### src/rtl/aacrb_defs.svh
`ifndef AACRB_DEFS_SVH
`define AACRB_DEFS_SVH

// ----------------------------------------------------------------
// Register offsets
// ----------------------------------------------------------------
`define AACRB_ADR_IDENT     8'h00
`define AACRB_ADR_GLOBAL    8'h01
`define AACRB_ADR_OVF_STAT  8'h02
`define AACRB_ADR_OVF_MASK  8'h03
`define AACRB_ADR_DC_FILT   8'h04
`define AACRB_ADR_POWER     8'h06
`define AACRB_ADR_SILENCE   8'h08
`define AACRB_ADR_TRISTATE  8'h0a
`define AACRB_ADR_LAST      8'h0a
`define AACRB_ADR_RSVD_A    8'h05
`define AACRB_ADR_RSVD_B    8'h07
`define AACRB_ADR_RSVD_C    8'h09

// ----------------------------------------------------------------
// Reset values
// ----------------------------------------------------------------
`define AACRB_RST_GLOBAL    8'h00
`define AACRB_RST_OVF_STAT  8'hff
`define AACRB_RST_OVF_MASK  8'hff
`define AACRB_RST_DC_FILT   8'h00
`define AACRB_RST_POWER     8'h00
`define AACRB_RST_SILENCE   8'h00
`define AACRB_RST_TRISTATE  8'h00

// ----------------------------------------------------------------
// Field positions and masks
// ----------------------------------------------------------------
`define AACRB_GBL_REGISTER_CONTROL_ENABLE     7
`define AACRB_GBL_RATIO     6
`define AACRB_PWR_BANDGAP   5
`define AACRB_PWR_OSC       4
`define AACRB_POWER_MASK    8'h3f
`define AACRB_TRISTATE_MASK 8'h0f
`define AACRB_PTR_POINTER_AUTOADVANCE_BIT  7
`define AACRB_PTR_ADDR_MASK 8'h7f

// ----------------------------------------------------------------
// Identity: arbitrary neutral values
// ----------------------------------------------------------------
`define AACRB_PART_ID       4'h5
`define AACRB_REVISION      4'h3

`endif

### src/rtl/aacrb_pkg.sv
package aacrb_pkg;

    // Divider ratio seen by the clock tree
    typedef enum logic [2:0] {
        AACRB_DIV_1,
        AACRB_DIV_1P5,
        AACRB_DIV_2,
        AACRB_DIV_3,
        AACRB_DIV_4,
        AACRB_DIV_RSVD
    } aacrb_div_type;

    typedef enum logic [1:0] {
        AACRB_FMT_LEFT_JUST = 2'h0,
        AACRB_FMT_I2S       = 2'h1,
        AACRB_FMT_TDM       = 2'h2,
        AACRB_FMT_RSVD      = 2'h3
    } aacrb_fmt_type;

    typedef enum logic [1:0] {
        AACRB_SPD_SINGLE_MASTER = 2'h0,
        AACRB_SPD_DOUBLE_MASTER = 2'h1,
        AACRB_SPD_QUAD_MASTER   = 2'h2,
        AACRB_SPD_SLAVE         = 2'h3
    } aacrb_speed_type;

    // Global control register layout
    typedef struct packed {
        logic            register_control_enable;
        logic            clock_ratio_select;
        logic [1:0]      crystal_divider_select;
        aacrb_fmt_type   serial_format_select;
        aacrb_speed_type speed_mode;
    } aacrb_global_type;

    // Effective configuration driven to the converter core
    typedef struct packed {
        aacrb_div_type   divider;
        aacrb_fmt_type   format;
        aacrb_speed_type speed;
    } aacrb_config_type;

    // Register-access command from the control-port engine
    typedef struct packed {
        logic       ptr_load;
        logic [7:0] ptr_value;
        logic       wr;
        logic       rd;
        logic [7:0] wdata;
    } aacrb_cmd_type;

    // Access phase of the control-port byte stream
    typedef enum logic [1:0] {
        AACRB_ST_IDLE,
        AACRB_ST_WRITE,
        AACRB_ST_READ
    } aacrb_state_type;

endpackage

### src/rtl/aacrb_top.sv
`timescale 1ns/1ps
// Overview of operation
// Read-only identity at address zero: part code high nibble, revision low nibble.
// Global control resets zero; bit 7 clear uses straps, set uses register fields.
// Ratio bit set gives 384x, divide by 1.5; clear passes crystal clock.
// Ratio plus divider: 000=1,100=1.5,001/010=2,101/110=3,011=4,111 reserved.
// Format field bits 3:2: left-justified, I2S, TDM, reserved.
// Speed field bits 1:0: single, double, quad master, or slave.
// Channel overflow drives its status bit low and pulls open-drain pin low.
// Overflow bits stay asserted until a status read returns then clears them.
// Mask bit low stops that channel affecting the pin; mask resets all ones.
// Eight DC filter control bits, reset zero with every filter enabled.
// Power bit 5 set powers down the bandgap reference.
// Power bit 4 set stops oscillator and blocks external master clock.
// Each set pair bit gates that pair's clocks and zeros its data.
// Power register resets zero; top two bits reserved.
// Each set silence bit forces that channel's data to zeros; reset zero.
// Each set low tristate bit floats its serial output; reset zero.
// Filter bit high freezes offset estimate; low keeps estimate updating. Code ignores the bits and keeps filters updating while global bit 7 is clear.
// Eight-bit pointer selects registers; auto-advance bit steps it per byte.
// Addresses above 0Ah are reserved.
// Reserved registers and bits read zero and ignore writes.
// An overflow during a status read stays flagged after the read.
`include "aacrb_defs.svh"

module aacrb_top
    import aacrb_pkg::*;
(
    input  wire logic             SYS_CLK,
    input  wire logic             RST,
    input  wire logic             CLK_EN,
    // Byte stream from the control-port engine
    input  wire aacrb_cmd_type    CMD,
    output logic [7:0]            RDATA,
    output logic                  RVALID,
    // Overflow detect pulses from the channels
    input  wire logic [7:0]       OVF_EVENT,
    // Strap pins for stand-alone operation
    input  wire aacrb_global_type STRAP,
    // Configuration to the converter core
    output aacrb_config_type      CONFIG,
    output logic [7:0]            DC_FREEZE,
    output logic                  BANDGAP_OFF,
    output logic                  OSC_OFF,
    output logic                  MCLK_BLOCK,
    output logic [3:0]            PAIR_CLK_OFF,
    output logic [7:0]            DATA_ZERO,
    output logic [3:0]            SERIAL_AUDIO_OUT_OE,
    // Open-drain overflow pin: output low while enabled
    output logic                  OVF_PIN_O,
    output logic                  OVF_PIN_OE
);

    // ----------------------------------------------------------------
    // Decode helpers
    // ----------------------------------------------------------------

    // Composite crystal division
    function automatic aacrb_div_type div_decode(input logic ratio, input logic [1:0] mdiv);
        logic [2:0] code;
        code = {ratio, mdiv};
        case (code)
            3'h0:    div_decode = AACRB_DIV_1;
            3'h4:    div_decode = AACRB_DIV_1P5;
            3'h1:    div_decode = AACRB_DIV_2;
            3'h2:    div_decode = AACRB_DIV_2;
            3'h5:    div_decode = AACRB_DIV_3;
            3'h6:    div_decode = AACRB_DIV_3;
            3'h3:    div_decode = AACRB_DIV_4;
            default: div_decode = AACRB_DIV_RSVD;
        endcase
    endfunction

    // Address hits an implemented register; holes and space above the map miss
    function automatic logic addr_valid(input logic [7:0] adr);
        logic in_range;
        logic is_hole;
        in_range   = (adr <= `AACRB_ADR_LAST);
        is_hole    = (adr == `AACRB_ADR_RSVD_A) || (adr == `AACRB_ADR_RSVD_B) || (adr == `AACRB_ADR_RSVD_C);
        addr_valid = in_range && !is_hole;
    endfunction

    // ----------------------------------------------------------------
    // Input synchronisers
    // ----------------------------------------------------------------
    logic [7:0]       ovf_meta_q, ovf_meta_d;
    logic [7:0]       ovf_sync_q, ovf_sync_d;
    aacrb_global_type strap_meta_q, strap_meta_d;
    aacrb_global_type strap_sync_q, strap_sync_d;

    // Two-flop chain next values
    // Only the second stage feeds logic; the first may still be settling
    always_comb begin
        ovf_meta_d   = OVF_EVENT;
        ovf_sync_d   = ovf_meta_q;
        strap_meta_d = STRAP;
        strap_sync_d = strap_meta_q;
    end

    // Synchroniser flops
    always_ff @(posedge SYS_CLK) begin
        if (RST) begin
            ovf_meta_q   <= 8'h00;
            ovf_sync_q   <= 8'h00;
            strap_meta_q <= '0;
            strap_sync_q <= '0;
        end else if (CLK_EN) begin
            ovf_meta_q   <= ovf_meta_d;
            ovf_sync_q   <= ovf_sync_d;
            strap_meta_q <= strap_meta_d;
            strap_sync_q <= strap_sync_d;
        end
    end

    // ----------------------------------------------------------------
    // Pointer and access state
    // ----------------------------------------------------------------
    logic [7:0]      ptr_q, ptr_d;
    aacrb_state_type state_q, state_d;

    wire logic       auto_adv = ptr_q[`AACRB_PTR_POINTER_AUTOADVANCE_BIT];
    wire logic [7:0] cur_adr  = ptr_q & `AACRB_PTR_ADDR_MASK;

    // Pointer load and auto-advance
    // Advance wraps inside seven address bits and keeps the mode bit
    always_comb begin
        ptr_d   = ptr_q;
        state_d = AACRB_ST_IDLE;
        if (CMD.ptr_load) begin
            ptr_d = CMD.ptr_value;
        end else if (CMD.wr || CMD.rd) begin
            state_d = CMD.wr ? AACRB_ST_WRITE : AACRB_ST_READ;
            if (auto_adv) begin
                ptr_d = {ptr_q[7], 7'((cur_adr + 8'h01) & `AACRB_PTR_ADDR_MASK)};
            end
        end
    end

    // Pointer and phase flops
    always_ff @(posedge SYS_CLK) begin
        if (RST) begin
            ptr_q   <= 8'h00;
            state_q <= AACRB_ST_IDLE;
        end else if (CLK_EN) begin
            ptr_q   <= ptr_d;
            state_q <= state_d;
        end
    end

    // ----------------------------------------------------------------
    // Register file
    // ----------------------------------------------------------------
    aacrb_global_type global_q, global_d;
    logic [7:0]       ovf_stat_q, ovf_stat_d;
    logic [7:0]       ovf_mask_q, ovf_mask_d;
    logic [7:0]       dc_filt_q, dc_filt_d;
    logic [7:0]       power_q, power_d;
    logic [7:0]       silence_q, silence_d;
    logic [7:0]       tristate_q, tristate_d;

    // A pointer load cancels an access in the same cycle; write beats read
    wire logic        do_wr  = CMD.wr && !CMD.ptr_load;
    wire logic        do_rd  = CMD.rd && !CMD.ptr_load && !CMD.wr;
    wire logic        adr_ok = addr_valid(cur_adr);

    // Writes to the control registers; reserved space keeps nothing
    always_comb begin
        global_d   = global_q;
        ovf_mask_d = ovf_mask_q;
        dc_filt_d  = dc_filt_q;
        power_d    = power_q;
        silence_d  = silence_q;
        tristate_d = tristate_q;
        if (do_wr && adr_ok) begin
            case (cur_adr)
                `AACRB_ADR_GLOBAL:   global_d   = aacrb_global_type'(CMD.wdata);
                `AACRB_ADR_OVF_MASK: ovf_mask_d = CMD.wdata;
                `AACRB_ADR_DC_FILT:  dc_filt_d  = CMD.wdata;
                `AACRB_ADR_POWER:    power_d    = CMD.wdata & `AACRB_POWER_MASK;
                `AACRB_ADR_SILENCE:  silence_d  = CMD.wdata;
                `AACRB_ADR_TRISTATE: tristate_d = CMD.wdata & `AACRB_TRISTATE_MASK;
                default:             global_d   = global_q;
            endcase
        end
    end

    // Control register flops
    always_ff @(posedge SYS_CLK) begin
        if (RST) begin
            global_q   <= aacrb_global_type'(`AACRB_RST_GLOBAL);
            ovf_mask_q <= `AACRB_RST_OVF_MASK;
            dc_filt_q  <= `AACRB_RST_DC_FILT;
            power_q    <= `AACRB_RST_POWER;
            silence_q  <= `AACRB_RST_SILENCE;
            tristate_q <= `AACRB_RST_TRISTATE;
        end else if (CLK_EN) begin
            global_q   <= global_d;
            ovf_mask_q <= ovf_mask_d;
            dc_filt_q  <= dc_filt_d;
            power_q    <= power_d;
            silence_q  <= silence_d;
            tristate_q <= tristate_d;
        end
    end

    // Sticky low-active overflow flags
    always_comb begin
        ovf_stat_d = ovf_stat_q;
        // Clear first, so an overflow in the same cycle still lands
        if (do_rd && (cur_adr == `AACRB_ADR_OVF_STAT)) begin
            ovf_stat_d = `AACRB_RST_OVF_STAT;
        end
        ovf_stat_d = ovf_stat_d & ~ovf_sync_q;                                       // see R07
    end

    // Overflow flag flops
    always_ff @(posedge SYS_CLK) begin
        if (RST) begin
            ovf_stat_q <= `AACRB_RST_OVF_STAT;
        end else if (CLK_EN) begin
            ovf_stat_q <= ovf_stat_d;
        end
    end

    // ----------------------------------------------------------------
    // Read path
    // ----------------------------------------------------------------
    logic [7:0] rdata_q, rdata_d;
    logic       rvalid_q, rvalid_d;

    // Read multiplexer; reserved space reads zero
    always_comb begin
        rdata_d  = rdata_q;
        rvalid_d = 1'b0;
        if (do_rd) begin
            rvalid_d = 1'b1;
            case (cur_adr)
                `AACRB_ADR_IDENT:    rdata_d = {`AACRB_PART_ID, `AACRB_REVISION};
                `AACRB_ADR_GLOBAL:   rdata_d = 8'(global_q);
                `AACRB_ADR_OVF_STAT: rdata_d = ovf_stat_q;
                `AACRB_ADR_OVF_MASK: rdata_d = ovf_mask_q;
                `AACRB_ADR_DC_FILT:  rdata_d = dc_filt_q;
                `AACRB_ADR_POWER:    rdata_d = power_q;
                `AACRB_ADR_SILENCE:  rdata_d = silence_q;
                `AACRB_ADR_TRISTATE: rdata_d = tristate_q;
                default:             rdata_d = 8'h00;
            endcase
        end
    end

    // Read answer flops
    always_ff @(posedge SYS_CLK) begin
        if (RST) begin
            rdata_q  <= 8'h00;
            rvalid_q <= 1'b0;
        end else if (CLK_EN) begin
            rdata_q  <= rdata_d;
            rvalid_q <= rvalid_d;
        end
    end

    // ----------------------------------------------------------------
    // Configuration outputs
    // ----------------------------------------------------------------
    aacrb_config_type config_q, config_d;
    logic [7:0]       freeze_q, freeze_d;
    logic             bg_q, bg_d;
    logic             osc_q, osc_d;
    logic [3:0]       pair_q, pair_d;
    logic [7:0]       zero_q, zero_d;
    logic [3:0]       oe_q, oe_d;
    logic             ovf_oe_q, ovf_oe_d;
    aacrb_global_type src;
    logic [3:0]       pair_v;
    wire logic [7:0]  pair_chan;

    // Each pair owns two neighbouring channels
    for (genvar g = 0; g < 4; g++) begin : g_pair_chan
        assign pair_chan[2*g +: 2] = {2{power_q[g]}};
    end

    // Strap or register source, then derived controls
    always_comb begin
        src = global_q[`AACRB_GBL_REGISTER_CONTROL_ENABLE] ? global_q : strap_sync_q;
        pair_v = power_q[3:0];
        config_d.divider = div_decode(src.clock_ratio_select, src.crystal_divider_select); // see R03
        config_d.format  = src.serial_format_select;
        config_d.speed   = src.speed_mode;
        // Stand-alone keeps filters running
        freeze_d = global_q[`AACRB_GBL_REGISTER_CONTROL_ENABLE] ? dc_filt_q : 8'h00;
        bg_d     = power_q[`AACRB_PWR_BANDGAP];
        osc_d    = power_q[`AACRB_PWR_OSC];
        pair_d   = pair_v;
        zero_d   = silence_q | pair_chan;                                            // see R13
        oe_d     = ~tristate_q[3:0];
        // Pin pulls low for any unmasked flag, from the flag's next value
        ovf_oe_d = |(~ovf_stat_d & ovf_mask_q);                                      // see R07
    end

    // Derived control flops
    always_ff @(posedge SYS_CLK) begin
        if (RST) begin
            config_q <= '0;
            freeze_q <= 8'h00;
            bg_q     <= 1'b0;
            osc_q    <= 1'b0;
            pair_q   <= 4'h0;
            zero_q   <= 8'h00;
            oe_q     <= 4'hf;
            ovf_oe_q <= 1'b0;
        end else if (CLK_EN) begin
            config_q <= config_d;
            freeze_q <= freeze_d;
            bg_q     <= bg_d;
            osc_q    <= osc_d;
            pair_q   <= pair_d;
            zero_q   <= zero_d;
            oe_q     <= oe_d;
            ovf_oe_q <= ovf_oe_d;
        end
    end

    // ----------------------------------------------------------------
    // Output drivers
    // ----------------------------------------------------------------

    // Every output except OVF_PIN_O comes straight from its flop; OVF_PIN_O is tied low
    assign RDATA        = rdata_q;
    assign RVALID       = rvalid_q;
    assign CONFIG       = config_q;
    assign DC_FREEZE    = freeze_q;
    assign BANDGAP_OFF  = bg_q;
    assign OSC_OFF      = osc_q;
    assign MCLK_BLOCK   = osc_q;
    assign PAIR_CLK_OFF = pair_q;
    assign DATA_ZERO    = zero_q;
    assign SERIAL_AUDIO_OUT_OE     = oe_q;
    assign OVF_PIN_O    = 1'b0;  // Open drain only pulls low
    assign OVF_PIN_OE   = ovf_oe_q;

endmodule // aacrb_top

### config.mk
export PLATFORM = sky130hd
export DESIGN_NAME = aacrb_top
export DESIGN_NICKNAME = d
export VERILOG_FILES = /design/src/rtl/aacrb_pkg.sv /design/src/rtl/aacrb_top.sv
export VERILOG_INCLUDE_DIRS = /design/src /design/src/rtl
export SDC_FILE = /design/constraint.sdc
export NUM_CORES = 1
export LEC_CHECK = 0
export ABC_AREA = 1
export BUFFER_PORTS_ARGS = -buffer_cell sky130_fd_sc_hd__buf_2
export CAP_MARGIN = 20
export CELL_PAD_IN_SITES_DETAIL_PLACEMENT = 1
export CELL_PAD_IN_SITES_GLOBAL_PLACEMENT = 2
export CORE_ASPECT_RATIO = 1.1
export CORE_MARGIN = 8
export CORE_UTILIZATION = 34
export CTS_CLUSTER_DIAMETER = 120
export DETAILED_ROUTE_END_ITERATION = 12
export HOLD_SLACK_MARGIN = 0.12
export PLACE_DENSITY = 0.83
export SLEW_MARGIN = 15
export SYNTH_ARGS = -nofsm -noshare
export SYNTH_HDL_FRONTEND = slang
export SYNTH_SLANG_ARGS = --single-unit
### constraint.sdc
create_clock -name SYS_CLK -period 3.54 [get_ports SYS_CLK]
set_input_delay 0.708 -clock SYS_CLK [delete_from_list [all_inputs] [get_ports SYS_CLK]]
set_output_delay 0.708 -clock SYS_CLK [all_outputs]
set_load 0.02 [all_outputs]
==> results.md, run 1 <==
- Final net count: 934
- Non-Filler Instances: ~1100
- Vias per cell: between 4 and 5
- Largest area contributor in the netlist: dfxtp_1
- Crit-path cells: inv_1, ha_1, inv_1, nor2_1, nand2_1, nor2_1, nor3_1, nand3_1, nand2_1, a21oi_1
- Final WL: roughly 18000 microns
- Top post-synthesis cells by count: nand2_1, nor2_1, dfxtp_1, inv_1, o21ai_0
- # DRC: 0
- DR pass1 iterations: 4
- Hold EP: PAIR_CLK_OFF[0]
- Count leader, synth: nand2_1
- Ant. Diodes: 0
- Yosys reg bits: roughly 130
- Die height: 152.1 microns
- RSZ-0062 raised after global routing: no
- Layout cells sized above 1: 14.93%
- Dominant cells by area after synthesis: dfxtp_1, nand2_1, nor2_1
- Reg2reg setup slack: about 1.4 ns
- # hold bufs at CTS: 0
- Ys async rst share: 0%
- Final ANT Viol Nets: 0
- Placed cell areas: between 6000 and 7000 sq um
- Clk buf depth: 2
- CTS root buf: clkbuf_16
- Avg Inst Size Synth: 6.942 sq um
- Yosys cell types: 34
- Final Critical Period: ~2.1 ns
- Clock sinks: 131
- Gr ovfl total: 0
- Worst hold path startpoint: PAIR_CLK_OFF[0]
- HPWL after DPL: 12890 microns
- Max-slew violations: 0
- R2r endpoint: RDATA[5]
- Startpoint types: flop
- Routed wire per std cell: 16.13 microns
- Status: finished, final reports clean
- Die area: ~21000 sq um
- Syn. warnings: 0
- F_max: 0.4768 GHz
- Fin Hold WS: roughly 0.46 ns
- GR Layer Usage met1: a little over a fifth
- Pwr Total: ~3.8 mW
- Area growth syn-to-layout: 20.28%
- Starting Density: between 30% and 40%
- GR peak layer: met2
- Port Buffers: 80
- Post-CTS Resized: 0
- Number of antenna violations at the first check in global routing: 0
- Worst r2r path cells: 10
- Slew headroom: between 50 and 60%
- Met3 usage: ~5.0%
- GRT Util Overall: about 17%
- Leak: between 3 and 4 nW
- Sequential share of the synthesized area: between 40% and 50%
- Number of flops mapped to enable cells by yosys: 0
- Power Dens Cells: approximately 550 nW/um^2
- Cells after Synth: between 800 and 900
- Clock Skew: 0.007453 ns
- Syn nets: between 800 and 900
- CTS clk-pin slew, worst paths: 0.06 ns
- Setup bufs post-CTS: 0
- Setup_tns: 0 ns
- Worst EP arrival: around 2.4 ns
- Worst-Skew Late Latency: around 0.41 ns
- Vias post-DR: roughly 5500
- Post-Syn Area: 5727 sq um
- Met2 Resource Use GR: between 20% and 30%
- Critical Path Max Stage Delay: about 0.42 ns
- Peak VDD IR: 0.3323 mV
- Vias in the first global route: between 5000 and 6000
- Top FF cell, synth: dfxtp_1
- Final Cycle Share: 59.24%
- Maximum fanout along the worst path: 8
- Worst setup EP type: flop
- DIE WIDTH: between 100 and 150 microns
- Critical R2R Launch: ptr_q[0]
- Design Area, Final: slightly below 7000 sq um
- Slew @ Worst Pin: just over 0.7 ns
- Max_cap viols: 0
- Slowest library cell on the worst path: dfxtp_1
- Num ports: 83
- Final Setup Violations: 0
- HP Class: flop to flop
- Worst Hold Depth: 2
- Required @ worst endpoint: roughly 3.8 ns
- Core area: between 15000 and 20000 sq um
- First-pass GRT wire length: just under 30000 microns
- Synth top area share: between 40% and 50%
- Floorplan row count: a little under 50
- Placed Instances: approximately 1100
- Placer congestion estimate: between 0.8 and 0.9
- H-tree levels: 4
- Setup Crit Path Kind: flop to flop
- Largest net degree at the start of global routing: 90
- CTS Buf Count: 17
- CTS tree: built
- DRT iter0 DRCs: about 310
- Final hold vios: 0
[worst max-delay path, delay by kind of cell (launching register included)]
kind / cells / cell delay [ns]
AND/OR/NAND/NOR: 6 / 1.00
flip-flops: 1 / 0.42
adder cells (fa/ha/maj): 1 / 0.27
buffers and inverters: 2 / 0.18
AO/OA/AOI/OAI: 1 / 0.07
[registers in the layout, summed over array words and instances, names as in the netlist]
name and flops:
ovf_mask_q 8, PAIR_CLK_OFF 4, ovf_stat_q 8, strap_meta_q 7
RDATA 8, DC_FREEZE 8, DATA_ZERO 8, ovf_meta_q 8
MCLK_BLOCK 1, CONFIG 7, silence_q 8, ovf_sync_q 8
BANDGAP_OFF 1, power_q 6, SERIAL_AUDIO_OUT_OE 4, tristate_q 4
OVF_PIN_OE 1, strap_sync_q 7, dc_filt_q 8, global_q 8
ptr_q 8, RVALID 1
[stage by stage]
step	util, %	setup WS, ns
6_report	41.92	1.443
5_1_grt	41.92	1.184
4_1_cts	41.92	1.426
3_5_place_dp	38.09	1.202
3_3_place_gp	38.09	1.253
2_1_floorplan	-	1.654
[worst max-delay path by stage]
stage              from          to  slack [ns]  depth (start not counted)
2_1_floorplan   CMD[18]  OVF_PIN_OE        1.65                         11
3_3_place_gp    CMD[18]  OVF_PIN_OE        1.25                         11
3_5_place_dp    CMD[18]  OVF_PIN_OE        1.20                         11
4_1_cts        ptr_q[0]    RDATA[5]        1.43                         10
5_1_grt        ptr_q[1]  power_q[5]        1.18                         10
6_report       ptr_q[0]    RDATA[5]        1.44                         10
[power by group]
part | internal [mW] | switching (mW) | total, mW
clock | 1.23 | 0.644 | 1.88
combinational | 0.0974 | 0.226 | 0.323
sequential | 1.53 | 0.0307 | 1.56
[cell usage in the layout, fill, tap and decap left out, drive strengths merged, types with 2 or more instances in the layout]
cell and count:
clkinv 4, nand4 2, bufinv 4, o22ai 5, nand2 202, clkbuf 23
o21ai 75, nand3 33, ha 5, a31o 3, nor3 5, buf 87
nor2 157, o211ai 8, inv 88, a21oi 62, a211oi 2, a221oi 2
dfxtp 131
[cells by family (layout without fill, tap and decap cells)]
family                   after synthesis  count (layout)  share of synthesized area (%)
other                                  1               1                        0.06548
AO/OA/AOI/OAI                        161             161                          15.16
flip-flops                           131             131                          45.79
AND/OR/NAND/NOR                      399             399                          28.77
buffers and inverters                128             207                          9.111
adder cells (fa/ha/maj)                5               5                          1.092
[layout make-up]
cell class | instances | area [sq um]
Clock buffer | 23 | 478.0
Clock inverter | 9 | 151.4
Fill cell | 2138 | 9543
Inverter | 88 | 332.8
Multi-Input combinational cell | 566 | 2582
Sequential cell | 131 | 2623
Tap cell | 204 | 255.2
Timing Repair Buffer | 87 | 465.4
[per-layer routing]
layer / vias up / routed length [microns]
met5: - / 0
met4: 0 / 312
met3: 21 / 892
met2: 107 / 8361
met1: 2598 / 8304
li1: 2740 / -
(Power assumes the default switching activity.)
==> run 2, diff against run 1 <==
CORE_UTILIZATION = 28   (was 34)
PLACE_DENSITY = 0.73   (was 0.83)
clock period = 1.9 ns   (was 3.54 ns; I/O delays follow)
==> run 2 against run 1 <==
  * Fmax increased by 17%
  * Non-clock buffer count up 35
  * Core utilization shrank 5.7 points
  * Routed wire length is 5.7% higher
  * Final cell count is 8.0% higher
  * Clock-buffer cell count decreased by 6
  * Combinational power rose by 130%
  * Global-route usage down 2.3 points
  * Flip-flop and latch count is the same
  * Critical path type unchanged
  * Critical endpoint is now global_q[2]
  * Largest cell class is now multi-input combinational cells
  * Highest routed layer unchanged
==> results.md, run 2 (synthesis results as in run 1) <==
- CP delay by family, top: simple AND/OR/NAND/NOR gates
- CTS tree: built
- Util after Layout: 36.24% (-5.7 points)
- Required @ worst endpoint: 2.26 ns (-1.55 ns)
- Leak: 3.512 nW (+4.3%)
- DIE WIDTH: 152.4 microns (+9.0%)
- Die height: 166.0 microns (+9.1%)
- Crit-path cells: inv_2, ha_2, inv_2, nand2_1, nand4_1, nand3_2, nor2_8, buf_6, nand3_4, nand2_2, nand2_1, nor2_2
- Max-slew violations: 0 (unchanged)
- CTS Buf Count: 17 (unchanged)
- Multi-input gate area: 2719 sq um (+5.3%)
- Layout cells sized above 1: 21.57% (+6.6 points)
- Placed cell areas: 6624 sq um (+5.8%)
- Critical Path Max Stage Delay: 0.38 ns (-0.04 ns)
- Design Area, Final: 7357 sq um (+6.8%)
- Fin Hold WS: 0.1729 ns (-0.2837 ns)
- Vias per cell: 4.575 (-7.3%)
- Final hold vios: 0 (unchanged)
- Area growth syn-to-layout: 28.47%
- Setup_tns: 0 ns (unchanged)
- Ant. Diodes: 0 (unchanged)
- Startpoint types: flop
- Vias in the first global route: 5543 (-3.6%)
- DRT iter0 DRCs: 236 (-25%)
- Placer congestion estimate: 0.7674 (-5.4%)
- Final net count: 971 (+4.0%)
- DR pass1 iterations: 4 (unchanged)
- CTS root buf: clkbuf_16
- Clock Skew: 0.008117 ns (+0.0006643 ns)
- Slew @ Worst Pin: 0.5223 ns (-0.2007 ns)
- CTS clk-pin slew, worst paths: 0.07 ns (about the same)
- Final Cycle Share: 94.28% (+35 points)
- Starting Density: 28.21% (-6.6 points)
- Core area: 20300 sq um (+24%)
- Floorplan row count: 55 (+12%)
- Clock network fraction of total power: 46.8% (-3.1 points)
- Worst-Skew Late Latency: 0.43 ns (+0.02 ns)
- Clk buf depth: 2 (unchanged)
- Status: finished, final reports clean
- Critical R2R Launch: ptr_q[1]
- Slew headroom: 65.13% (+14 points)
- HP Class: primary input to flop
- Number of antenna violations at the first check in global routing: 0 (unchanged)
- Max_cap viols: 0 (unchanged)
- Final ANT Viol Nets: 0 (unchanged)
- Worst setup EP type: flop
- Crit path from: ptr_q[1]
- Total internal power: 4.928 mW (+72%)
- Num ports: 83 (unchanged)
- F_max: 0.5583 GHz (+17%)
- Peak VDD IR: 0.5963 mV (+79%)
- Buffers & Inverters on Critical Path: 3 (+1)
- # DRC: 0 (unchanged)
- Die area: 25290 sq um (+19%)
- Power Dens Cells: 926.6 nW/um^2 (+70%)
- Worst hold path startpoint: STRAP[5]
- H-tree levels: 4 (unchanged)
- NetSw: 1.889 mW (+110%)
- Largest net degree at the start of global routing: 43 (-52%)
- Slowest library cell on the worst path: dfxtp_4
- Worst EP arrival: 2.15 ns (-0.22 ns)
- Area taken by flip-flops and latches: 2631 sq um (+0.33%)
- Gr ovfl total: 0 (unchanged)
- Pwr Total: 6.817 mW (+81%)
- Commonest non-fill, non-tap cells in the layout: nand2_1, nor2_1, dfxtp_1
- Port Buffers: 80 (unchanged)
- FILL cells: 2548 (+19%)
- Setup Crit Path Kind: flop to flop
- Final WL: 18890 microns (+5.7%)
- RSZ-0062 raised after global routing: yes
- Commonest non-fill, non-tap cell in the layout: nand2_1
- Combinational Power Share: 10.7% (+2.1 points)
- Final Setup Violations: 0 (unchanged)
- Vias post-DR: 5476 (+0.18%)
- First-pass GRT wire length: 30130 microns (+2.2%)
- Maximum fanout along the worst path: 8 (unchanged)
- Routed wire per std cell: 15.78 microns (-2.2%)
- Seq pwr share: 42.6% (+1.1 points)
- Sw frac: 27.71% (+3.7 points)
- GRT Util Overall: 14.99% (-2.3 points)
- Final Critical Period: 1.791 ns (-0.3059 ns)
- HPWL after DPL: 13540 microns (+5.1%)
- Clock sinks: 131 (unchanged)
run 2: changes by cell type in the layout (fill, tap and decap cells not counted), moves of 6 or more:
cell / before / now
nor2_1: 155 / 149
buf_4: 6 / 36
nand2_2: 2 / 8
nand2_1: 199 / 192
inv_1: 84 / 78
run 2: timing repair:
action / CTS / global route
endpoints found under the setup margin: 36 / 50
pin swaps: 1 / 7
cloned: 0 / 2
gates resized for setup: 3 / 42
hold buffers: 0 / 0
hold endpoints to repair: 0 / 0
buffers inserted: 0 / 0
run 2: per-layer routing:
metal  GRT usage [%]  share of wire (%)  vias up  routed length (microns)
li1                -                  -     2819                        -
met1           19.64                 50     2564                     9358
met2           23.96                 45       79                     8577
met3           3.852                3.9       14                      744
met4           4.045                1.1        0                      208
met5               0                  0        -                        0
run 2: worst paths after layout:
kind	endpoint	slack, ns	cells past startpoint
worst max-delay path	global_q[2]	0.11	12
worst min-delay path	strap_meta_q[5]	0.17	3
worst max register to register	global_q[2]	0.11	12
worst min register to register	ovf_sync_q[6]	0.46	2
run 2: power by group through the flow:
stage / Combinational (mW) / Clock (mW) / Sequential, mW
after global routing: 0.813 / 3.41 / 2.91
final: 0.728 / 3.19 / 2.90
after floorplan: 0.367 / 0 / 2.98
after global placement: 0.686 / 0 / 2.96
after CTS: 0.698 / 3.31 / 2.90
after detailed placement: 0.692 / 0 / 2.96
run 2: cell type report:
type	instances	share of cell area, %
clock buffer	17	5.782
clock inverter	15	2.041
inverter	88	4.592
multi-input combinational	568	36.96
sequential	131	35.77
tap	256	4.354
timing repair buffer	122	10.51
run 2: worst register-to-register path: cells and delay by family, from the launching register on:
| kind | cells | cell delay (ns) |
|---|---|---|
| flip-flops | 1 | 0.38 |
| buffers and inverters | 3 | 0.26 |
| adder cells (fa/ha/maj) | 1 | 0.17 |
| AND/OR/NAND/NOR | 8 | 0.93 |
run 2: metrics by stage:
step           std cells  setup slack, ns
6_report            1197           0.1087
3_5_place_dp        1163         -0.06309
4_1_cts             1195          0.01705
3_3_place_gp        1163         -0.01703
2_1_floorplan        825           0.2087
5_1_grt             1197         -0.05351
